===== src/verilog/adc_input_cal_ctrl_consts.vh =====
// Register indices, byte addresses, field positions, reset values and timing for the input/calibration register bank.
`ifndef ADC_INPUT_CAL_CTRL_CONSTS_VH
`define ADC_INPUT_CAL_CTRL_CONSTS_VH

// Register indices as printed; byte address is four times the index.
`define IDX_TIMESTAMP_INPUT_CONTROL 8'h3b
`define IDX_LANE_PREEMPHASIS_CONTROL 8'h48
`define IDX_ANALOG_INPUT_SELECT 8'h60
`define IDX_CALIBRATION_RUN_ENABLE 8'h61
`define IDX_BANK_STATUS 8'h70

`define ADDR_TIMESTAMP_INPUT_CONTROL 12'h0ec
`define ADDR_LANE_PREEMPHASIS_CONTROL 12'h120
`define ADDR_ANALOG_INPUT_SELECT 12'h180
`define ADDR_CALIBRATION_RUN_ENABLE 12'h184
`define ADDR_BANK_STATUS 12'h1c0

`define RST_TIMESTAMP_INPUT_CONTROL 8'h00
`define RST_LANE_PREEMPHASIS_CONTROL 8'h00
`define RST_ANALOG_INPUT_SELECT 8'h01
`define RST_CALIBRATION_RUN_ENABLE 8'h01

// Field positions.
`define BIT_TIMESTAMP_RECEIVER_ENABLE 0
`define BIT_TIMESTAMP_LVPECL_SELECT 1
`define MSB_PREEMPHASIS_LEVEL 2
`define BIT_PREEMPHASIS_BOOST 3
`define MSB_SINGLE_INPUT_SELECT 1
`define BIT_DUAL_INPUT_SWAP 4
`define BIT_CALIBRATION_ENABLE 0

// Status register bits.
`define BIT_STAT_CAL_RUNNING 0
`define BIT_STAT_CAL_DONE 1
`define BIT_STAT_MUX_PENDING 2
`define BIT_STAT_LINK_BEFORE_CAL 3
`define BIT_STAT_CAL_CLEARED_LINK 4
`define BIT_STAT_SEL_RESERVED 5

// Single-channel input select codes.
`define SEL_RESERVED 2'h0
`define SEL_INPUT_A 2'h1
`define SEL_INPUT_B 2'h2
`define SEL_DUAL_INTERLEAVED 2'h3

`define LANE_COUNT 16
`define CAL_RUN_CYCLES 64

`endif


===== src/verilog/input_route_select.v =====
// Registered routing of the two analog inputs to the two sampling channels.
`timescale 1ns/10ps
`default_nettype none
`include "adc_input_cal_ctrl_consts.vh"

module input_route_select (
  input wire pclk,
  input wire presetn,
  input wire load,
  input wire single_mode,
  input wire [1:0] single_sel,
  input wire dual_swap,
  output reg channel_a_from_b,
  output reg channel_b_from_a,
  output reg channel_b_active,
  output reg sel_reserved
);

  // Single-channel modes look only at the select field, dual modes only at the swap bit.
  always @(posedge pclk or negedge presetn) begin
    if (!presetn) begin
      channel_a_from_b <= 1'b0;
      channel_b_from_a <= 1'b0;
      channel_b_active <= 1'b1;
      sel_reserved <= 1'b0;
    end else if (load) begin
      if (single_mode) begin
        channel_a_from_b <= (single_sel == `SEL_INPUT_B);
        channel_b_from_a <= 1'b0;
        channel_b_active <= (single_sel == `SEL_DUAL_INTERLEAVED);
        sel_reserved <= (single_sel == `SEL_RESERVED);
      end else begin
        channel_a_from_b <= dual_swap;
        channel_b_from_a <= dual_swap;
        channel_b_active <= 1'b1;
        sel_reserved <= 1'b0;
      end
    end
  end

endmodule // input_route_select
`default_nettype wire


===== src/verilog/calibration_run_ctrl.v =====
// Calibration run sequencer: held in reset while disabled, runs a fixed length once enabled.
`timescale 1ns/10ps
`default_nettype none
`include "adc_input_cal_ctrl_consts.vh"

module calibration_run_ctrl #(
  parameter RUN_CYCLES = `CAL_RUN_CYCLES
) (
  input wire pclk,
  input wire presetn,
  input wire cal_enable,
  output wire run_start,
  output reg running,
  output reg done
);

  localparam ST_HELD = 2'h0;
  localparam ST_RUN = 2'h1;
  localparam ST_DONE = 2'h2;

  reg [1:0] state;
  reg [15:0] count;

  // A run begins on the first cycle the enable is seen high while held.
  assign run_start = (state == ST_HELD) && cal_enable;

  always @(posedge pclk or negedge presetn) begin
    if (!presetn) begin
      state <= ST_HELD;
      count <= 16'h0000;
      running <= 1'b0;
      done <= 1'b0;
    end else if (!cal_enable) begin
      state <= ST_HELD;
      count <= 16'h0000;
      running <= 1'b0;
      done <= 1'b0;
    end else begin
      case (state)
        ST_HELD: begin
          state <= ST_RUN;
          count <= 16'h0000;
          running <= 1'b1;
        end
        ST_RUN: begin
          if (count == RUN_CYCLES - 1) begin
            state <= ST_DONE;
            running <= 1'b0;
            done <= 1'b1;
          end else begin
            count <= count + 16'h0001;
          end
        end
        ST_DONE: begin
          state <= ST_DONE;
        end
        default: begin
          state <= ST_HELD;
          running <= 1'b0;
          done <= 1'b0;
        end
      endcase
    end
  end

endmodule // calibration_run_ctrl
`default_nettype wire


===== src/verilog/adc_input_cal_ctrl_regs.v =====
// APB register bank for timestamp input, lane pre-emphasis, input mux and calibration enable.
`timescale 1ns/10ps
`default_nettype none
`include "adc_input_cal_ctrl_consts.vh"

// Function
// Timestamp receiver powered only while bit0 set
// Bit1 selects low-voltage PECL timestamp input mode
// One pre-emphasis level drives all sixteen lanes
// Boost bit raises and lengthens lane pre-emphasis
// Dual modes: bit4 swaps input A/B routing
// Swap bit ignored in single-channel modes
// Single mode field picks A, B or interleaved
// Single select ignored outside single-channel modes
// Mux changes apply only after calibration run; here the routing loads when the run starts (run_start)
// Calibration enable resets high; clear holds calibration
// Clearing calibration enable resets clock dividers
// Software clears enable before changing calibration settings
// Software sets calibration before serial link enable
// Software clears link enable before calibration
// Reserved bits store but do nothing
module adc_input_cal_ctrl_regs #(
  parameter LANES = `LANE_COUNT,
  parameter CAL_RUN_CYCLES = `CAL_RUN_CYCLES
) (
  input wire pclk,
  input wire presetn,
  input wire psel,
  input wire penable,
  input wire pwrite,
  input wire [11:0] paddr,
  input wire [31:0] pwdata,
  input wire [3:0] pstrb,
  output wire pready,
  output reg [31:0] prdata,
  output wire pslverr,
  input wire serial_link_enable,
  input wire link_mode_single,
  output reg timestamp_receiver_enable,
  output reg timestamp_low_voltage_pecl_select,
  output wire [3*LANES-1:0] lane_preemphasis_level,
  output wire [LANES-1:0] lane_preemphasis_boost,
  output wire channel_a_from_b,
  output wire channel_b_from_a,
  output wire channel_b_active,
  output reg calibration_reset,
  output reg clock_divider_reset,
  output wire calibration_running,
  output wire calibration_done
);

  // ****************************************************************
  // Address decode
  // ****************************************************************

  localparam SEL_NONE = 3'h0;
  localparam SEL_TSTAMP = 3'h1;
  localparam SEL_PREEMP = 3'h2;
  localparam SEL_INMUX = 3'h3;
  localparam SEL_CALEN = 3'h4;
  localparam SEL_STATUS = 3'h5;

  function [2:0] reg_select;
    input [11:0] addr;
    begin
      case (addr)
        `ADDR_TIMESTAMP_INPUT_CONTROL: reg_select = SEL_TSTAMP;
        `ADDR_LANE_PREEMPHASIS_CONTROL: reg_select = SEL_PREEMP;
        `ADDR_ANALOG_INPUT_SELECT: reg_select = SEL_INMUX;
        `ADDR_CALIBRATION_RUN_ENABLE: reg_select = SEL_CALEN;
        `ADDR_BANK_STATUS: reg_select = SEL_STATUS;
        default: reg_select = SEL_NONE;
      endcase
    end
  endfunction

  reg [7:0] timestamp_input_control;
  reg [7:0] lane_preemphasis_control;
  reg [7:0] analog_input_select;
  reg [7:0] calibration_run_enable;
  reg link_before_cal;
  reg cal_cleared_link;
  reg mux_pending;

  wire [2:0] access_sel;
  wire access_phase;
  wire setup_phase;
  wire wr_en;
  wire lane0_we;
  wire [7:0] status_value;
  wire run_start;
  wire sel_reserved;
  wire cal_enable_bit;

  assign access_sel = reg_select(paddr);
  assign setup_phase = psel && !penable;
  assign access_phase = psel && penable;
  // Zero wait states keep every transfer to exactly one setup and one access cycle.
  assign pready = 1'b1;
  assign pslverr = access_phase && (access_sel == SEL_NONE);
  // Only byte lane 0 carries register data; the upper lanes have nothing to store.
  assign lane0_we = access_phase && pwrite && pstrb[0];
  assign wr_en = lane0_we && (access_sel != SEL_NONE);
  assign cal_enable_bit = calibration_run_enable[`BIT_CALIBRATION_ENABLE];

  // ****************************************************************
  // Writable registers
  // ****************************************************************

  // Reserved bits are kept as written so software reads back its own value.
  always @(posedge pclk or negedge presetn) begin
    if (!presetn) begin
      timestamp_input_control <= `RST_TIMESTAMP_INPUT_CONTROL;
      lane_preemphasis_control <= `RST_LANE_PREEMPHASIS_CONTROL;
      analog_input_select <= `RST_ANALOG_INPUT_SELECT;
      calibration_run_enable <= `RST_CALIBRATION_RUN_ENABLE;
    end else if (wr_en) begin
      case (access_sel)
        SEL_TSTAMP: timestamp_input_control <= pwdata[7:0];
        SEL_PREEMP: lane_preemphasis_control <= pwdata[7:0];
        SEL_INMUX: analog_input_select <= pwdata[7:0];
        SEL_CALEN: calibration_run_enable <= pwdata[7:0];
        default: timestamp_input_control <= timestamp_input_control;
      endcase
    end
  end

  // ****************************************************************
  // Timestamp receiver controls
  // ****************************************************************

  always @(posedge pclk or negedge presetn) begin
    if (!presetn) begin
      timestamp_receiver_enable <= 1'b0;
      timestamp_low_voltage_pecl_select <= 1'b0;
    end else begin
      timestamp_receiver_enable <= timestamp_input_control[`BIT_TIMESTAMP_RECEIVER_ENABLE];
      timestamp_low_voltage_pecl_select <= timestamp_input_control[`BIT_TIMESTAMP_LVPECL_SELECT];
    end
  end

  // ****************************************************************
  // Lane pre-emphasis fan-out
  // ****************************************************************

  // One flop set per lane keeps the wide fan-out off the register itself.
  genvar lane;
  generate
    for (lane = 0; lane < LANES; lane = lane + 1) begin : g_lane
      reg [2:0] level;
      reg boost;
      always @(posedge pclk or negedge presetn) begin
        if (!presetn) begin
          level <= 3'h0;
          boost <= 1'b0;
        end else begin
          level <= lane_preemphasis_control[`MSB_PREEMPHASIS_LEVEL:0];
          boost <= lane_preemphasis_control[`BIT_PREEMPHASIS_BOOST];
        end
      end
      assign lane_preemphasis_level[3*lane+2:3*lane] = level;
      assign lane_preemphasis_boost[lane] = boost;
    end
  endgenerate

  // ****************************************************************
  // Calibration enable and resets
  // ****************************************************************

  always @(posedge pclk or negedge presetn) begin
    if (!presetn) begin
      calibration_reset <= 1'b1;
      clock_divider_reset <= 1'b1;
    end else begin
      calibration_reset <= !cal_enable_bit;
      clock_divider_reset <= !cal_enable_bit;
    end
  end

  calibration_run_ctrl #(
    .RUN_CYCLES(CAL_RUN_CYCLES)
  ) u_cal_run (
    .pclk(pclk),
    .presetn(presetn),
    .cal_enable(cal_enable_bit),
    .run_start(run_start),
    .running(calibration_running),
    .done(calibration_done)
  );

  // ****************************************************************
  // Input routing, applied at calibration start
  // ****************************************************************

  // The routing is captured only when a calibration run starts, so a new
  // selection never reaches the sampling path with stale calibration.
  input_route_select u_route (
    .pclk(pclk),
    .presetn(presetn),
    .load(run_start),
    .single_mode(link_mode_single),
    .single_sel(analog_input_select[`MSB_SINGLE_INPUT_SELECT:0]),
    .dual_swap(analog_input_select[`BIT_DUAL_INPUT_SWAP]),
    .channel_a_from_b(channel_a_from_b),
    .channel_b_from_a(channel_b_from_a),
    .channel_b_active(channel_b_active),
    .sel_reserved(sel_reserved)
  );

  // A write to the mux register leaves the change pending until the next run.
  always @(posedge pclk or negedge presetn) begin
    if (!presetn) begin
      mux_pending <= 1'b0;
    end else if (wr_en && (access_sel == SEL_INMUX)) begin
      mux_pending <= 1'b1;
    end else if (run_start) begin
      mux_pending <= 1'b0;
    end
  end

  // ****************************************************************
  // Sequencing checks on software
  // ****************************************************************

  // Sticky flags record ordering slips by software; write one to clear.
  // A new slip in the clearing cycle keeps its flag set.
  wire status_w1c;
  wire link_on_uncal;
  wire cal_dropped_live;

  assign status_w1c = lane0_we && (access_sel == SEL_STATUS);
  assign link_on_uncal = serial_link_enable && !cal_enable_bit;
  assign cal_dropped_live = wr_en && (access_sel == SEL_CALEN) &&
                            !pwdata[`BIT_CALIBRATION_ENABLE] && serial_link_enable;

  always @(posedge pclk or negedge presetn) begin
    if (!presetn) begin
      link_before_cal <= 1'b0;
      cal_cleared_link <= 1'b0;
    end else begin
      if (link_on_uncal) begin
        link_before_cal <= 1'b1;
      end else if (status_w1c && pwdata[`BIT_STAT_LINK_BEFORE_CAL]) begin
        link_before_cal <= 1'b0;
      end
      if (cal_dropped_live) begin
        cal_cleared_link <= 1'b1;
      end else if (status_w1c && pwdata[`BIT_STAT_CAL_CLEARED_LINK]) begin
        cal_cleared_link <= 1'b0;
      end
    end
  end

  assign status_value = {2'b00, sel_reserved, cal_cleared_link, link_before_cal,
                         mux_pending, calibration_done, calibration_running};

  // ****************************************************************
  // Read data
  // ****************************************************************

  // Read data is captured in the setup cycle so it stands from a flop
  // throughout the access cycle.
  always @(posedge pclk or negedge presetn) begin
    if (!presetn) begin
      prdata <= 32'h00000000;
    end else if (setup_phase && !pwrite) begin
      case (access_sel)
        SEL_TSTAMP: prdata <= {24'h000000, timestamp_input_control};
        SEL_PREEMP: prdata <= {24'h000000, lane_preemphasis_control};
        SEL_INMUX: prdata <= {24'h000000, analog_input_select};
        SEL_CALEN: prdata <= {24'h000000, calibration_run_enable};
        SEL_STATUS: prdata <= {24'h000000, status_value};
        default: prdata <= 32'h00000000;
      endcase
    end
  end

endmodule // adc_input_cal_ctrl_regs
`default_nettype wire


===== config.mk =====
export PLATFORM = sky130hd
export DESIGN_NAME = adc_input_cal_ctrl_regs
export DESIGN_NICKNAME = d
export VERILOG_FILES = /design/src/verilog/input_route_select.v /design/src/verilog/calibration_run_ctrl.v /design/src/verilog/adc_input_cal_ctrl_regs.v
export VERILOG_INCLUDE_DIRS = /design/src /design/src/verilog
export SDC_FILE = /design/constraint.sdc
export NUM_CORES = 1
export LEC_CHECK = 0
export BUFFER_PORTS_ARGS = -buffer_cell sky130_fd_sc_hd__buf_2
export CAP_MARGIN = 10
export CORE_MARGIN = 2
export CORE_UTILIZATION = 30
export DETAILED_ROUTE_END_ITERATION = 10
export HOLD_SLACK_MARGIN = 0.12
export PLACE_DENSITY = 0.61
export RECOVER_POWER = 50
export SYNTH_ARGS = -nofsm -noshare
export SYNTH_HDL_FRONTEND = slang
export SYNTH_SLANG_ARGS = --single-unit

===== constraint.sdc =====
create_clock -name pclk -period 2.6 [get_ports pclk]
set_input_delay 0.26 -clock pclk [delete_from_list [all_inputs] [get_ports pclk]]
set_output_delay 0.26 -clock pclk [all_outputs]
set_load 0.01 [all_outputs]

==> flow_metrics.py, run 1 <==
metrics = {
    "power": {
        "switching_share_pct": 26.7,
        "switchingPower_uw": 808,
        "p_leak_uw": 0.00242,
        "ir_drop_uv": 351,
        "power_frac_seq_pct": 41.5,
        "power.clock.fraction_pct": 43.7,
        "p_per_area_nw_per_um2": 630,
        "pwr-share-comb_pct": 14.8,
        "intPower_uw": 2220,
    },
    "routing": {
        "final_antenna_net_count": 0,
        "wl_um": 9370,
        "drcViolationCount": 0,
        "vias": 3059,
        "avgViaCountPerCell": 4.73,
        "firstDrtPassIters": 4,
        "drtIter0Drc": 174,
        "avgRoutedWirePerCell_um": 14.5,
    },
    "timing": {
        "slew-limit-headroom_pct": -23.0,
        "finalSetupViolCount": 0,
        "slew_violations": 75,
        "tightest_slew_ns": 1.84,
        "worst_slack_ns": 0.446,
        "period_minus_slack_ns": 2.15,
        "tns_ns": 0,
        "period_share_pct": 82.8,
        "skew_ns": 0.00466,
        "max_freq_mhz": 464,
        "hold_viol": 0,
        "rsz0062_at_grt": "false",
    },
    "floorplanning": {
        "die_h_um": 123,
        "die_area_um2": 15200,
        "fp.dieW_um": 123,
        "pin_count": 162,
        "start_util_pct": 30.7,
        "core_um2": 13900,
        "fp-row-count": 43,
    },
    "clock_network": {
        "cts_setup_buffers": 0,
        "clk_latency_ns": 0.33,
        "cts-resized-gates": 0,
        "ctsHoldBuffers": 0,
        "htreeDepth": 3,
        "clk_pin_slew_ns": 0.05,
        "cts.sinks": 74,
        "cts_made_buffers": 9,
        "cts_buffer_depth": 2,
        "cts_tree": "built",
        "cts_root_buf": "clkbuf_16",
    },
    "synth": {
        "async_reset_ff_share_pct": 100,
        "synthCells": 399,
        "synth_edf_count": 0,
        "syn_avg_cell_area_um2": 10.7,
        "synth_ff_type": "dfrtp_1",
        "yosysWarnings": 0,
        "yosysSeqAreaShare_pct": 43.6,
        "syn_area_um2": 4260,
        "ys_types": 57,
        "synth_seq_cells": 74,
    },
    "layout": {
        "nets": 521,
        "area_growth_pct": 12.9,
        "drive_gt1_share_pct": 33.0,
        "n_antenna_cell": 0,
        "fillers": 1416,
    },
    "grt": {
        "grt.overflow.total": 0,
        "globalRouteTotalUtil_pct": 12.6,
        "antenna_found_initial": 0,
        "grt_pass1_vias": 2916,
        "grt_max_degree": 75,
        "grt_first_pass_wirelength_um": 14600,
    },
    "outcome": {
        "failed_checks": "capacitance limit, slew limit",
        "status": "finished with violations",
    },
    "placement": {
        "io_buffers": 109,
        "dp_hpwl_um": 6660,
        "gp_congestion": 0.816,
        "pre_cts_ws_ns": 0.280,
    },
    "worst_setup_path": {
        "critPathLaunchType": "input pin",
        "endpoint_kind": "primary output",
        "crit_type": "in2out",
        "arrival_ns": 1.89,
        "cp.required_ns": 2.34,
        "path_max_fanout": 7,
    },
    "job": {
        "cap_violations": 1,
    },
    "min_path": {
        "hp-class": "in2reg",
    },
}
-- worst max-delay path, stage by stage --
cell,delay (ns)
buf_2,0.10
or4_4,0.57
nor2_2,0.14
nand4_1,0.30
buf_4,0.27
nand3_1,0.08
nor2_1,0.04
buf_2,0.13
-- placed cells by master (no fill, tap or decap), drive strengths merged, types with 3 or more instances in the layout --
cell type / instances
buf: 90
dfrtp: 70
clkbuf: 45
mux2: 30
conb: 25
o21ai: 23
nor2: 22
inv: 19
nand3: 15
a21oi: 14
nand2: 13
xor2: 10
a222oi: 8
mux2i: 7
o211ai: 7
o221a: 6
or3: 4
and3: 4
ha: 4
nor4: 4
dfstp: 4
nor3b: 3
nand4: 3
and4: 3
o2111ai: 3
or4: 3
clkinv: 3
-- stage by stage --
stage / utilization [%] / instances / area [um^2] / hold slack (ns) / power, uW
2_1_floorplan: - / 422 / 4340 / -0.0356 / 1590
3_3_place_gp: 32.6 / 631 / 4530 / 0.403 / 1710
3_5_place_dp: 32.6 / 631 / 4530 / 0.403 / 1730
4_1_cts: 34.9 / 647 / 4850 / 0.121 / 3070
5_1_grt: 34.6 / 647 / 4800 / 0.207 / 3180
6_report: 34.6 / 647 / 4800 / 0.202 / 3030
-- Yosys cell counts (2+ instances only) --
master / n / area share, %
a222oi_1: 8 / 1.9
buf_6: 2 / 0.53
o21ai_0: 21 / 2.5
dfstp_2: 4 / 2.5
a21oi_1: 14 / 1.6
o21ai_1: 2 / 0.24
nand2_1: 13 / 1.1
ha_1: 4 / 1.2
mux2_4: 15 / 5.3
and4_1: 3 / 0.62
buf_4: 87 / 15
clkbuf_1: 4 / 0.35
o221a_2: 6 / 1.6
or3_1: 4 / 0.59
o211a_1: 2 / 0.47
a21o_1: 2 / 0.35
inv_1: 18 / 1.6
dfrtp_1: 70 / 41
nand4_1: 3 / 0.44
nor4_1: 3 / 0.44
mux2_2: 15 / 4.0
nor2_2: 2 / 0.29
o211ai_1: 7 / 1.2
nor3b_1: 3 / 0.53
nand3_1: 14 / 1.6
nor2_1: 19 / 1.7
and3_1: 4 / 0.59
or4_1: 2 / 0.35
mux2i_1: 7 / 1.6
xor2_1: 10 / 2.1
nor3_1: 2 / 0.24
conb_1: 2 / 0.18
o2111ai_1: 3 / 0.62
-- flip-flops by register name, summed over array words and instances (netlist names), 2 cells and up --
name	count
u_cal_run.state	2
prdata	8
timestamp_input_control	8
u_cal_run.count	16
calibration_run_enable	8
analog_input_select	8
lane_preemphasis_control	8
g_lane.level	3
-- cells by family after synthesis --
group	synth area share [%]
buffers and inverters	18.2
AND/OR/NAND/NOR	11.1
AO/OA/AOI/OAI	12.5
flip-flops	43.6
multiplexers	10.9
XOR/XNOR	2.26
adder cells (fa/ha/maj)	1.18
other	0.176
-- path summary, 6_finish.rpt --
| check | slack [ns] | start | to | cells after the start |
|---|---|---|---|---|
| max | 0.45 | paddr[1] | pslverr | 8 |
| min | 0.20 | serial_link_enable | link_before_cal | 2 |
| max reg2reg | 0.46 | u_cal_run.count[0] | u_cal_run.count[11] | 6 |
| min reg2reg | 0.41 | timestamp_input_control[0] | timestamp_receiver_enable | 0 |
| max in group asynchronous | 1.08 | presetn | prdata[7] | 1 |
| min in group asynchronous | 0.43 | presetn | u_cal_run.count[11] | 1 |
-- per-layer routing --
| layer | vias to the layer above | wire length (um) | track usage (%) |
|---|---|---|---|
| met3 | 13 | 728 | 3.37 |
| met4 | 0 | 131 | 4.76 |
| met5 | - | 0 | 0 |
| met1 | 1483 | 3970 | 15.0 |
| met2 | 135 | 4540 | 21.8 |
| li1 | 1428 | - | - |
-- power by group through the flow --
| stage | Clock, uW | Sequential (uW) | Combinational (uW) |
|---|---|---|---|
| 2_1_floorplan | 0 | 1270 | 319 |
| 3_3_place_gp | 0 | 1270 | 441 |
| 3_5_place_dp | 0 | 1280 | 458 |
| 4_1_cts | 1350 | 1260 | 458 |
| 5_1_grt | 1400 | 1260 | 515 |
| 6_report | 1320 | 1260 | 448 |
-- layout make-up --
cell class                 instances  area (um^2)  area share [%]
tap                              180          225            4.69
timing repair buffer             124          617            12.8
clock inverter                     5         77.6            1.61
inverter                          20         75.1            1.56
sequential                        74         1860            38.6
multi-input combinational        233         1710            35.6
clock buffer                      11          243            5.05
No activity file was read; power rests on OpenSTA's default activity.
==> inputs of run 2 (changes only) <==
Clock period 2.6 ns to 2.1 ns, I/O delays scaled along.
==> run 2 against run 1 <==
  * The flow now finishes without violations
  * Register-to-register slack worse by 0.23 ns
  * Sequential share of layout area down 0.84 points
  * Sequential power up 24%
  * Clock skew grew 0.0026 ns
==> flow_metrics.py, run 2 (synthesis gave the netlist of run 1 again) <==
metrics = {
    "outcome": {
        "status": "completed",
    },
    "worst_setup_path": {
        "endpoint_kind": "flip-flop",
        "reg2reg_from": "u_cal_run.count[0]",
        "path_max_fanout": 4,
        "cp.required_ns": 2.32,
        "r2r_end": "u_cal_run.count[11]",
        "r2r_setup_slack_ns": 0.23,
        "reg2regPathDepth": 7,
        "critPathLaunchType": "input pin",
        "crit_type": "in2reg",
        "critPathLaunch": "paddr[1]",
        "arrival_ns": 2.14,
        "endpoint": "lane_preemphasis_control[1]",
    },
    "clock_network": {
        "cts_buffer_depth": 2,
        "clk_latency_ns": 0.34,
        "cts_tree": "built",
        "clk_pin_slew_ns": 0.05,
        "cts_setup_buffers": 0,
        "cts_made_buffers": 9,
        "cts_root_buf": "clkbuf_16",
        "htreeDepth": 3,
        "cts.sinks": 74,
    },
    "floorplanning": {
        "fp.dieW_um": 123,
        "die_h_um": 123,
        "die_area_um2": 15200,
        "pin_count": 162,
        "start_util_pct": 30.7,
        "fp-row-count": 43,
        "core_um2": 13900,
    },
    "layout": {
        "final_common_cell": "buf_2",
        "final_cell_mix": "buf_2 (74), dfrtp_1 (70), clkbuf_1 (36)",
        "nets": 536,
        "design_area_um2": 4910,
        "drive_gt1_share_pct": 34.6,
        "area_growth_pct": 15.4,
        "utilization_pct": 35.4,
        "largest_register": "u_cal_run.count",
        "largest_reg_flops": 16,
        "n_antenna_cell": 0,
    },
    "timing": {
        "tns_ns": 0,
        "skew_ns": 0.00729,
        "finalSetupViolCount": 0,
        "period_minus_slack_ns": 1.92,
        "tightest_slew_ns": 1.00,
        "hold_viol": 0,
        "period_share_pct": 91.7,
        "slew_violations": 0,
        "rsz0062_at_grt": "false",
        "max_freq_mhz": 520,
        "slew-limit-headroom_pct": 33.2,
    },
    "min_path": {
        "hp-class": "in2reg",
    },
    "placement": {
        "gp_congestion": 0.815,
        "dp_hpwl_um": 7080,
        "io_buffers": 109,
        "dpl_cell_area_um2": 4670,
    },
    "routing": {
        "wl_um": 9520,
        "vias": 3148,
        "drtIter0Drc": 235,
        "avgViaCountPerCell": 4.76,
        "avgRoutedWirePerCell_um": 14.4,
        "drcViolationCount": 0,
        "final_antenna_net_count": 0,
        "firstDrtPassIters": 4,
    },
    "grt": {
        "grt_pass1_vias": 3026,
        "grt_max_degree": 41,
        "antenna_found_initial": 0,
        "grt.overflow.total": 0,
        "grt_first_pass_wirelength_um": 15100,
        "globalRouteTotalUtil_pct": 12.9,
    },
    "power": {
        "p_leak_uw": 0.00248,
        "switchingPower_uw": 1000,
        "intPower_uw": 2630,
        "power.clock.fraction_pct": 39.9,
        "ir_drop_uv": 442,
        "p_per_area_nw_per_um2": 738,
        "switching_share_pct": 27.6,
        "power_frac_seq_pct": 43.0,
        "pwr-share-comb_pct": 17.1,
    },
    "job": {
        "cap_violations": 0,
    },
}
==> run 2: cell count changes in the layout (fill, tap and decap cells not counted), sizes merged <==
cell,delta
clkbuf,+5
dlygate4sd3,+1
clkinvlp,-1
bufinv,-2
buf,+12
==> run 2: repair_timing <==
item / CTS / global route
setup endpoints to repair: 0 / 5
gates resized for setup: 0 / 1
hold buffers: 1 / 0
endpoints found under the hold margin: 35 / 0
==> run 2: power by group through the flow <==
stage	clock network, uW	registers, uW	logic (uW)
detailed placement	0	1580	631
global placement	0	1580	607
floorplan	0	1580	395
global route	1530	1570	716
CTS	1490	1560	632
finish	1450	1560	620
==> run 2: metal layers <==
layer  global-route usage (%)  vias to the layer above  part of all wire [%]
li1                         -                     1470                     -
met1                     16.0                     1529                    43
met2                     21.2                      136                    48
met3                     3.04                       13                   7.7
met4                     5.68                        0                   1.5
met5                        0                        -                     0
==> run 2: metrics by stage <==
| stage | power, uW | setup WS, ns | std cells | hold WS (ns) |
|---|---|---|---|---|
| after floorplan | 1970 | 0.00461 | 422 | -0.0856 |
| after global placement | 2180 | -0.150 | 645 | 0.221 |
| after detailed placement | 2210 | -0.165 | 645 | 0.228 |
| after CTS | 3680 | 0.104 | 662 | 0.148 |
| after global routing | 3820 | 0.104 | 662 | 0.153 |
| final | 3630 | 0.175 | 662 | 0.147 |
==> run 2: final cells by class <==
class	count	area, um^2
clock inverters	2	10.0
fillers	1402	8970
well taps	180	225
clock buffers	14	274
repair buffers	139	756
inverters	20	75.1
flip-flops and latches	74	1860
multi-input cells	233	1710
==> run 2: worst max-delay path: stages <==
cell     delay, ns
buf_2         0.10
or4_4         0.57
nor2_2        0.13
nand3_2       0.09
or4_1         0.56
buf_4         0.19
mux2_4        0.29
==> run 2: how the worst min path moves through the flow <==
stage | start | endpoint | slack, ns | depth (start not counted)
after global placement | presetn | u_cal_run.count[10] | 0.22 | 1
after CTS | serial_link_enable | link_before_cal | 0.15 | 2
after floorplan | presetn | analog_input_select[1] | -0.09 | 0
final | serial_link_enable | link_before_cal | 0.15 | 2
after detailed placement | presetn | u_cal_run.count[11] | 0.23 | 1
after global routing | serial_link_enable | link_before_cal | 0.15 | 2
